--- src/timer_pkg.sv ---
// Purpose: Shared constants and carriers for the reload timer with capture.
// Assumes: Registers are 32-bit Avalon-MM words, data in the low byte.
// Notes: Offsets are byte addresses; word index is address bits [7:2].
package timer_pkg;

    // Register byte offsets.
    localparam logic [7:0] OFS_CONTROL = 8'h00;
    localparam logic [7:0] OFS_COUNT_LOW = 8'h04;
    localparam logic [7:0] OFS_COUNT_HIGH = 8'h08;
    localparam logic [7:0] OFS_RELOAD_LOW = 8'h0C;
    localparam logic [7:0] OFS_RELOAD_HIGH = 8'h10;
    localparam logic [7:0] OFS_CLOCK_CONTROL = 8'h14;

    // Field positions in the clock control register.
    localparam int POS_LOW_CLK_SEL = 0;
    localparam int POS_HIGH_CLK_SEL = 1;
    localparam int POS_IRQ_ENABLE = 2;

    // Alternate clock field codes.
    localparam logic [1:0] ALT_SYS_DIV12 = 2'h0;
    localparam logic [1:0] ALT_RTC_DIV8 = 2'h1;
    localparam logic [1:0] ALT_COMPARATOR = 2'h3;

    // Prescaler counts.
    localparam logic [3:0] DIV12_LAST = 4'hB;
    localparam logic [2:0] RTC_DIV_LAST = 3'h7;

    // Values after reset.
    localparam logic [15:0] COUNT_RESET = 16'h0000;
    localparam logic [15:0] RELOAD_RESET = 16'h0000;
    localparam logic [7:0] CONTROL_RESET = 8'h00;
    localparam logic [2:0] CLOCK_CONTROL_RESET = 3'h0;

    // Control register, bit 7 down to bit 0.
    typedef struct packed {
        logic high_overflow_flag;
        logic low_overflow_flag;
        logic low_overflow_irq_enable;
        logic capture_enable;
        logic split_mode_select;
        logic run_control;
        logic [1:0] alt_clock_select;
    } control_t;

    // Clock control register, bit 2 down to bit 0.
    typedef struct packed {
        logic timer_irq_enable;
        logic high_byte_clock_select;
        logic low_byte_clock_select;
    } clock_control_t;

endpackage : timer_pkg
--- src/reload_timer_with_capture.sv ---
// Purpose: 16-bit or dual 8-bit auto-reload timer with capture mode.
// Assumes: rtc_osc and cmp0_out are asynchronous and much slower than
//          ref_clk; the bus master holds its request while waiting.
// Notes: Every access takes one wait cycle.
// Notes on behaviour
// - Counter is a low and high byte; split select picks 16-bit or two 8-bit.
// - Sources: system clock, clock/12, rtc/8, comparator 0; last two synced.
// - 16-bit wrap from all ones loads reload value and sets high flag.
// - 16-bit mode: timer interrupt enable requests interrupt on each overflow.
// - 16-bit mode: with low interrupt enable, low byte wrap also interrupts.
// - Split mode: each byte reloads from its own reload byte on overflow.
// - Split mode: run gates only the high byte; low byte always counts.
// - Byte clock select one picks system clock, else alternate field decides.
// - Split mode: high wrap sets high flag, low wrap sets low flag.
// - Split mode: interrupt on high overflow, either byte if low enabled.
// - Flags are cleared only by software, which checks both for the source.
// - Writing capture enable one enters capture mode; use 16-bit mode then.
// - Capture event is comparator rising edge or every 8 rtc cycles.
// - Capture copies count into reload and sets high flag.
// - Low byte wrap sets low flag in every mode.
module reload_timer_with_capture
    import timer_pkg::*;
(
    // Clock and reset.
    input wire logic ref_clk,
    input wire logic srst,
    // Avalon-MM register slave.
    input wire logic [7:0] avs_address,
    input wire logic avs_read,
    input wire logic avs_write,
    input wire logic [3:0] avs_byteenable,
    input wire logic [31:0] avs_writedata,
    output logic [31:0] avs_readdata,
    output logic avs_waitrequest,
    // Asynchronous count and capture sources.
    input wire logic rtc_osc,
    input wire logic cmp0_out,
    // Timer interrupt request.
    output logic timer_irq
);

    logic [2:0] rtc_sync_q, rtc_sync_d;
    logic [2:0] cmp_sync_q, cmp_sync_d;
    logic rtc_lvl_q, rtc_lvl_d;
    logic cmp_lvl_q, cmp_lvl_d;
    logic [3:0] div12_q, div12_d;
    logic [2:0] rtc8_q, rtc8_d;
    logic rtc_rise, cmp_rise, div12_tick, rtc8_tick;
    logic ack_q, ack_d;
    logic [31:0] rdata_q, rdata_d;
    logic wr_en;
    control_t ctrl_q, ctrl_d;
    clock_control_t clk_q, clk_d;
    logic [15:0] cnt_q, cnt_d;
    logic [15:0] rld_q, rld_d;
    logic low_tick, high_tick, lo_wrap, hi_wrap, cap_evt;

    // Picks one byte's count tick from its clock select and alt field.
    function automatic logic pick_tick(input logic sys_sel,
                                       input logic [1:0] alt,
                                       input logic d12,
                                       input logic r8,
                                       input logic c0);
        logic t;
        t = 1'b0;
        if (sys_sel)
            t = 1'b1;
        else if (alt == ALT_SYS_DIV12)
            t = d12;
        else if (alt == ALT_RTC_DIV8)
            t = r8;
        else if (alt == ALT_COMPARATOR)
            t = c0;
        return t;
    endfunction : pick_tick

    // Three-stage synchronisers, edge filters and prescalers.
    always_comb
    begin
        rtc_sync_d = {rtc_sync_q[1:0], rtc_osc};
        cmp_sync_d = {cmp_sync_q[1:0], cmp0_out};
        rtc_lvl_d = rtc_lvl_q;
        cmp_lvl_d = cmp_lvl_q;
        if (rtc_sync_q[1] == rtc_sync_q[2])
            rtc_lvl_d = rtc_sync_q[2];
        if (cmp_sync_q[1] == cmp_sync_q[2])
            cmp_lvl_d = cmp_sync_q[2];
        rtc_rise = rtc_lvl_d & ~rtc_lvl_q;
        cmp_rise = cmp_lvl_d & ~cmp_lvl_q;
        div12_tick = (div12_q == DIV12_LAST);
        div12_d = div12_tick ? 4'h0 : 4'(div12_q + 4'h1);
        rtc8_tick = rtc_rise && (rtc8_q == RTC_DIV_LAST);
        rtc8_d = rtc_rise ? 3'(rtc8_q + 3'h1) : rtc8_q;
    end

    // Registers for the source conditioning.
    always_ff @(posedge ref_clk)
    begin
        if (srst)
        begin
            rtc_sync_q <= 3'h0;
            cmp_sync_q <= 3'h0;
            rtc_lvl_q <= 1'b0;
            cmp_lvl_q <= 1'b0;
            div12_q <= 4'h0;
            rtc8_q <= 3'h0;
        end
        else
        begin
            rtc_sync_q <= rtc_sync_d;
            cmp_sync_q <= cmp_sync_d;
            rtc_lvl_q <= rtc_lvl_d;
            cmp_lvl_q <= cmp_lvl_d;
            div12_q <= div12_d;
            rtc8_q <= rtc8_d;
        end
    end

    // Bus handshake: one wait cycle, read data captured in that cycle.
    assign avs_waitrequest = (avs_read | avs_write) & ~ack_q;
    assign wr_en = avs_write & ack_q & avs_byteenable[0];
    assign avs_readdata = rdata_q;

    always_comb
    begin
        ack_d = (avs_read | avs_write) & ~ack_q;
        rdata_d = rdata_q;
        if (avs_read && !ack_q)
        begin
            rdata_d = 32'h0000_0000;
            unique case (avs_address)
                OFS_CONTROL: rdata_d[7:0] = ctrl_q;
                OFS_COUNT_LOW: rdata_d[7:0] = cnt_q[7:0];
                OFS_COUNT_HIGH: rdata_d[7:0] = cnt_q[15:8];
                OFS_RELOAD_LOW: rdata_d[7:0] = rld_q[7:0];
                OFS_RELOAD_HIGH: rdata_d[7:0] = rld_q[15:8];
                OFS_CLOCK_CONTROL: rdata_d[2:0] = clk_q;
                default: rdata_d = 32'h0000_0000;
            endcase
        end
    end

    always_ff @(posedge ref_clk)
    begin
        if (srst)
        begin
            ack_q <= 1'b0;
            rdata_q <= 32'h0000_0000;
        end
        else
        begin
            ack_q <= ack_d;
            rdata_q <= rdata_d;
        end
    end

    // Counter, reload, flags and capture; bus writes to count win.
    always_comb
    begin
        ctrl_d = ctrl_q;
        clk_d = clk_q;
        cnt_d = cnt_q;
        rld_d = rld_q;
        lo_wrap = 1'b0;
        hi_wrap = 1'b0;
        low_tick = pick_tick(clk_q.low_byte_clock_select,
                             ctrl_q.alt_clock_select, div12_tick,
                             rtc8_tick, cmp_rise);
        high_tick = pick_tick(clk_q.high_byte_clock_select,
                              ctrl_q.alt_clock_select, div12_tick,
                              rtc8_tick, cmp_rise);
        if (!ctrl_q.split_mode_select)
        begin
            if (ctrl_q.run_control && low_tick)
            begin
                lo_wrap = (cnt_q[7:0] == 8'hFF);
                hi_wrap = (cnt_q == 16'hFFFF);
                cnt_d = hi_wrap ? rld_q : 16'(cnt_q + 16'h0001);
            end
        end
        else
        begin
            if (low_tick)
            begin
                lo_wrap = (cnt_q[7:0] == 8'hFF);
                cnt_d[7:0] = lo_wrap ? rld_q[7:0]
                                     : 8'(cnt_q[7:0] + 8'h01);
            end
            if (ctrl_q.run_control && high_tick)
            begin
                hi_wrap = (cnt_q[15:8] == 8'hFF);
                cnt_d[15:8] = hi_wrap ? rld_q[15:8]
                                      : 8'(cnt_q[15:8] + 8'h01);
            end
        end
        // Capture source chosen by the upper alternate clock bit.
        cap_evt = ctrl_q.capture_enable &&
                  (ctrl_q.alt_clock_select[1] ? cmp_rise
                                              : rtc8_tick);
        if (wr_en)
        begin
            unique case (avs_address)
                OFS_CONTROL: ctrl_d = avs_writedata[7:0];
                OFS_COUNT_LOW: cnt_d[7:0] = avs_writedata[7:0];
                OFS_COUNT_HIGH: cnt_d[15:8] = avs_writedata[7:0];
                OFS_RELOAD_LOW: rld_d[7:0] = avs_writedata[7:0];
                OFS_RELOAD_HIGH: rld_d[15:8] = avs_writedata[7:0];
                OFS_CLOCK_CONTROL: clk_d = avs_writedata[2:0];
                default: clk_d = clk_q;
            endcase
        end
        // Hardware sets win over a clearing write in the same cycle.
        if (hi_wrap || cap_evt)
            ctrl_d.high_overflow_flag = 1'b1;
        if (lo_wrap)
            ctrl_d.low_overflow_flag = 1'b1;
        if (cap_evt)
            rld_d = cnt_q;
    end

    always_ff @(posedge ref_clk)
    begin
        if (srst)
        begin
            ctrl_q <= CONTROL_RESET;
            clk_q <= CLOCK_CONTROL_RESET;
            cnt_q <= COUNT_RESET;
            rld_q <= RELOAD_RESET;
        end
        else
        begin
            ctrl_q <= ctrl_d;
            clk_q <= clk_d;
            cnt_q <= cnt_d;
            rld_q <= rld_d;
        end
    end

    // Interrupt request follows the sticky flags and enables.
    assign timer_irq = clk_q.timer_irq_enable &
        (ctrl_q.high_overflow_flag |
         (ctrl_q.low_overflow_irq_enable &
          ctrl_q.low_overflow_flag));
endmodule : reload_timer_with_capture

--- config.mk ---
export PLATFORM = sky130hd
export DESIGN_NAME = reload_timer_with_capture
export DESIGN_NICKNAME = d
export VERILOG_FILES = /design/src/timer_pkg.sv /design/src/reload_timer_with_capture.sv
export SDC_FILE = /design/constraint.sdc
export NUM_CORES = 1
export LEC_CHECK = 0
export ABC_AREA = 0
export BUFFER_PORTS_ARGS = -buffer_cell sky130_fd_sc_hd__buf_2
export CELL_PAD_IN_SITES_DETAIL_PLACEMENT = 1
export CELL_PAD_IN_SITES_GLOBAL_PLACEMENT = 2
export CORE_AREA = 8 8 123 125
export CTS_BUF_LIST = sky130_fd_sc_hd__clkbuf_4 sky130_fd_sc_hd__clkbuf_8
export CTS_CLUSTER_SIZE = 20
export DETAILED_ROUTE_END_ITERATION = 7
export DIE_AREA = 0 0 131 133
export PLACE_DENSITY_LB_ADDON = 0.2
export SLEW_MARGIN = 0
export SYNTH_ARGS = -nofsm -noshare
export SYNTH_HDL_FRONTEND = slang
export SYNTH_SLANG_ARGS = --single-unit
--- constraint.sdc ---
create_clock -name ref_clk -period 3 [get_ports ref_clk]
set_input_delay 0.3 -clock ref_clk [delete_from_list [all_inputs] [get_ports ref_clk]]
set_output_delay 0.3 -clock ref_clk [all_outputs]
set_load 0.03 [all_outputs]
==> results.sh <==
export IMPL_clock_skew_ns=0.0143
export IMPL_vias=4122
export IMPL_tightest_slew_ns=0.737
export IMPL_insertion_delay_ns=0.37
export IMPL_maxSlewViolCount=0
export IMPL_cts_tree="done"
export IMPL_drt_pass1_iterations=4
export IMPL_pwr_share_seq=0.490
export IMPL_grt_pass1_wl_mm=25.0
export IMPL_clkPwrFrac=0.413
export IMPL_synth_seq_cells=67
export IMPL_cts_hold_buf=0
export IMPL_yosysTopAreaCell="dfxtp_1"
export IMPL_cp_startpoint="cnt_q[0]"
export IMPL_cts_sinks=67
export IMPL_drc=0
export IMPL_rsz0062_at_grt="false"
export IMPL_start_util=0.326
export IMPL_diodes=0
export IMPL_hp_class="in2reg"
export IMPL_period_share=0.840
export IMPL_crit_fanout=9
export IMPL_boundaryPins=84
export IMPL_p_comb_frac=0.096
export IMPL_yosys_warnings=0
export IMPL_dp_hpwl_mm=11.5
export IMPL_whs_ns=0.145
export IMPL_post_route_cell_area_sq_um=4710
export IMPL_finalSetupTns_ns=0
export IMPL_required_ns=3.30
export IMPL_grt_usage=0.189
export IMPL_core_area_sq_um=13100
export IMPL_clk_path_buf_depth=2
export IMPL_r2r_slack_ns=0.48
export IMPL_busiest_layer="met2"
export IMPL_synth_top_area_share=0.314
export IMPL_yosys_top_cells_area="dfxtp_1 31%, mux2i_1 9.1%, nor2_1 6.3%, buf_4 4.4%, nand2_1 4.0%"
export IMPL_cts_buffers=9
export IMPL_place_area_sq_um=4510
export IMPL_rows=42
export IMPL_ys_seq_area_frac=0.314
export IMPL_routed_via_density=5.67
export IMPL_final_setup_viol_count=0
export IMPL_met2_usage=0.296
export IMPL_cap_violations=0
export IMPL_final_common_cell="nor2_1"
export IMPL_hp_start="cmp0_out"
export IMPL_met3_usage=0.0265
export IMPL_cp_end_kind="flip-flop"
export IMPL_fin_util=0.360
export IMPL_gp_congestion=0.788
export IMPL_avgSynthCellArea_sq_um=8.15
export IMPL_io_buffers=32
export IMPL_cts_repair_timing_setup_buffer_count=0
export IMPL_total_power_uw=1860
export IMPL_grtUsageMet1=0.255
export IMPL_finalHoldViolCount=0
export IMPL_ir_worst_vdd_mv=0.308
export IMPL_reg2reg_depth=7
export IMPL_crit_arrival_ns=2.82
export IMPL_max_slew_margin=0.508
export IMPL_synth_ff_type="dfxtp_1"
export IMPL_die_area_sq_um=17400
export IMPL_synth_edf_count=0
export IMPL_die_h_microns=133
export IMPL_mostFrequentLayoutCells="72 x nor2_1, 67 x dfxtp_1, 45 x nand2_1"
export IMPL_die_x_microns=131
export IMPL_synthCells=524
export IMPL_ant_nets=0
export IMPL_ctsResizeCount=0
export IMPL_criticalPathCategory="reg2reg"
export IMPL_sw_frac_of_total=0.297
export IMPL_htree_levels=3
export IMPL_reg2reg_from="cnt_q[0]"
export IMPL_drive_above_1_share=0.162
export IMPL_power_leakage_uw=0.00189
export IMPL_netSwitchingPower_uw=553
export IMPL_first_global_vias=4306
export IMPL_async_flop_share=0
export IMPL_initialDrtViolationCount=275
export IMPL_cts_root_buffer="clkbuf_8"
export IMPL_finalNetCount=601
export IMPL_power_density_nw_per_um2=395
export IMPL_synth_area_sq_um=4270
export IMPL_overflow=0
export IMPL_status="finished, final reports clean"
export IMPL_max_freq_ghz=0.397
export IMPL_endpoint="cnt_q[9]"
export IMPL_routedWlPerCell_microns=21.8
export IMPL_start_kind="flip-flop"
export IMPL_antenna_found_initial=0
export IMPL_path_clk_slew_ns=0.09
export IMPL_min_period_ns=2.52
export IMPL_synth_cell_type_count=78
export IMPL_wirelength_mm=15.8
export IMPL_grt_max_degree=34
export IMPL_area_growth_pct=10.2
export IMPL_reg2reg_to="cnt_q[9]"
export IMPL_intPower_uw=1310
power groups by stage:
stage	Clock (uW)	Combinational (uW)	Sequential (uW)
2_1_floorplan	0	125	947
3_3_place_gp	0	175	933
3_5_place_dp	0	179	934
4_1_cts	793	179	913
5_1_grt	820	193	916
6_report	769	179	913
cells in the mapped netlist, types with 2 or more instances:
cell type	n
and4_1	2
nor4_4	2
o211ai_1	2
a21oi_1	27
o21ai_1	2
a32oi_1	2
nor3_1	7
nand3_1	20
o2111ai_1	3
clkbuf_1	18
a311oi_1	10
nand3b_1	2
nor2_1	72
nand4_1	2
o21ai_0	28
nor3_2	2
a31oi_1	6
buf_1	2
o22ai_1	5
o41ai_1	3
a21o_1	4
nor2b_1	8
a211oi_1	22
a311o_1	2
or3_1	4
xor2_1	2
mux2i_1	39
nand2_2	2
o221ai_1	3
nor3b_1	5
nand2_1	45
a21oi_2	3
a221oi_1	6
buf_2	14
buf_4	25
inv_1	4
ha_1	5
dfxtp_1	67
a211o_1	3
and3_1	5
buf_6	2
registers in the layout, summed over array words and instances (netlist names), 3 cells and up:
register      count
cmp_sync_q        3
ctrl_q            8
avs_readdata      8
rtc_sync_q        3
rtc8_q            3
cnt_q            16
div12_q           4
clk_q             3
rld_q            16
worst max-delay path, cell delays in order (launching register included):
cell	delay, ns
dfxtp_1	0.56
ha_1	0.36
nand4_1	0.28
nor4_4	0.44
a21o_1	0.13
a21oi_1	0.06
or4b_1	0.48
a31oi_1	0.13
stage by stage:
step / setup slack [ns] / std cells
floorplan: 0.893 / 547
global placement: 0.574 / 711
detailed placement: 0.513 / 711
CTS: 0.456 / 727
global route: 0.288 / 727
finish: 0.481 / 727
metal layers:
metal	routed length, microns	vias to the layer above	share of wire
li1	-	1938	-
met1	7310	2054	0.46
met2	7460	111	0.47
met3	744	19	0.047
met4	322	0	0.020
met5	0	-	0
logic make-up after synthesis:
family | count (synthesis) | share of synthesized area
XOR/XNOR | 3 | 0.00615
AND/OR/NAND/NOR | 197 | 0.245
AO/OA/AOI/OAI | 146 | 0.240
other | 1 | 0.000878
flip-flops | 67 | 0.314
adder cells (fa/ha/maj) | 5 | 0.0146
buffers and inverters | 66 | 0.0876
multiplexers | 39 | 0.0914
layout make-up:
cell class	count	area (sq um)
multi-input combinational	414	2650
sequential	67	1340
clock buffer	12	159
timing repair buffer	49	288
fill	1597	8380
clock inverter	4	33.8
inverter	5	18.8
tap	176	220
worst min-delay path by stage:
stage | to | cells after the start | slack [ns]
after CTS | cmp_sync_q[0] | 2 | 0.14
after global placement | div12_q[0] | 1 | 0.44
final | cmp_sync_q[0] | 2 | 0.15
after floorplan | cnt_q[15] | 2 | 0.41
after global routing | rtc_sync_q[0] | 2 | 0.16
after detailed placement | cmp_sync_q[1] | 1 | 0.43
No activity file was read; power rests on OpenSTA's default activity.
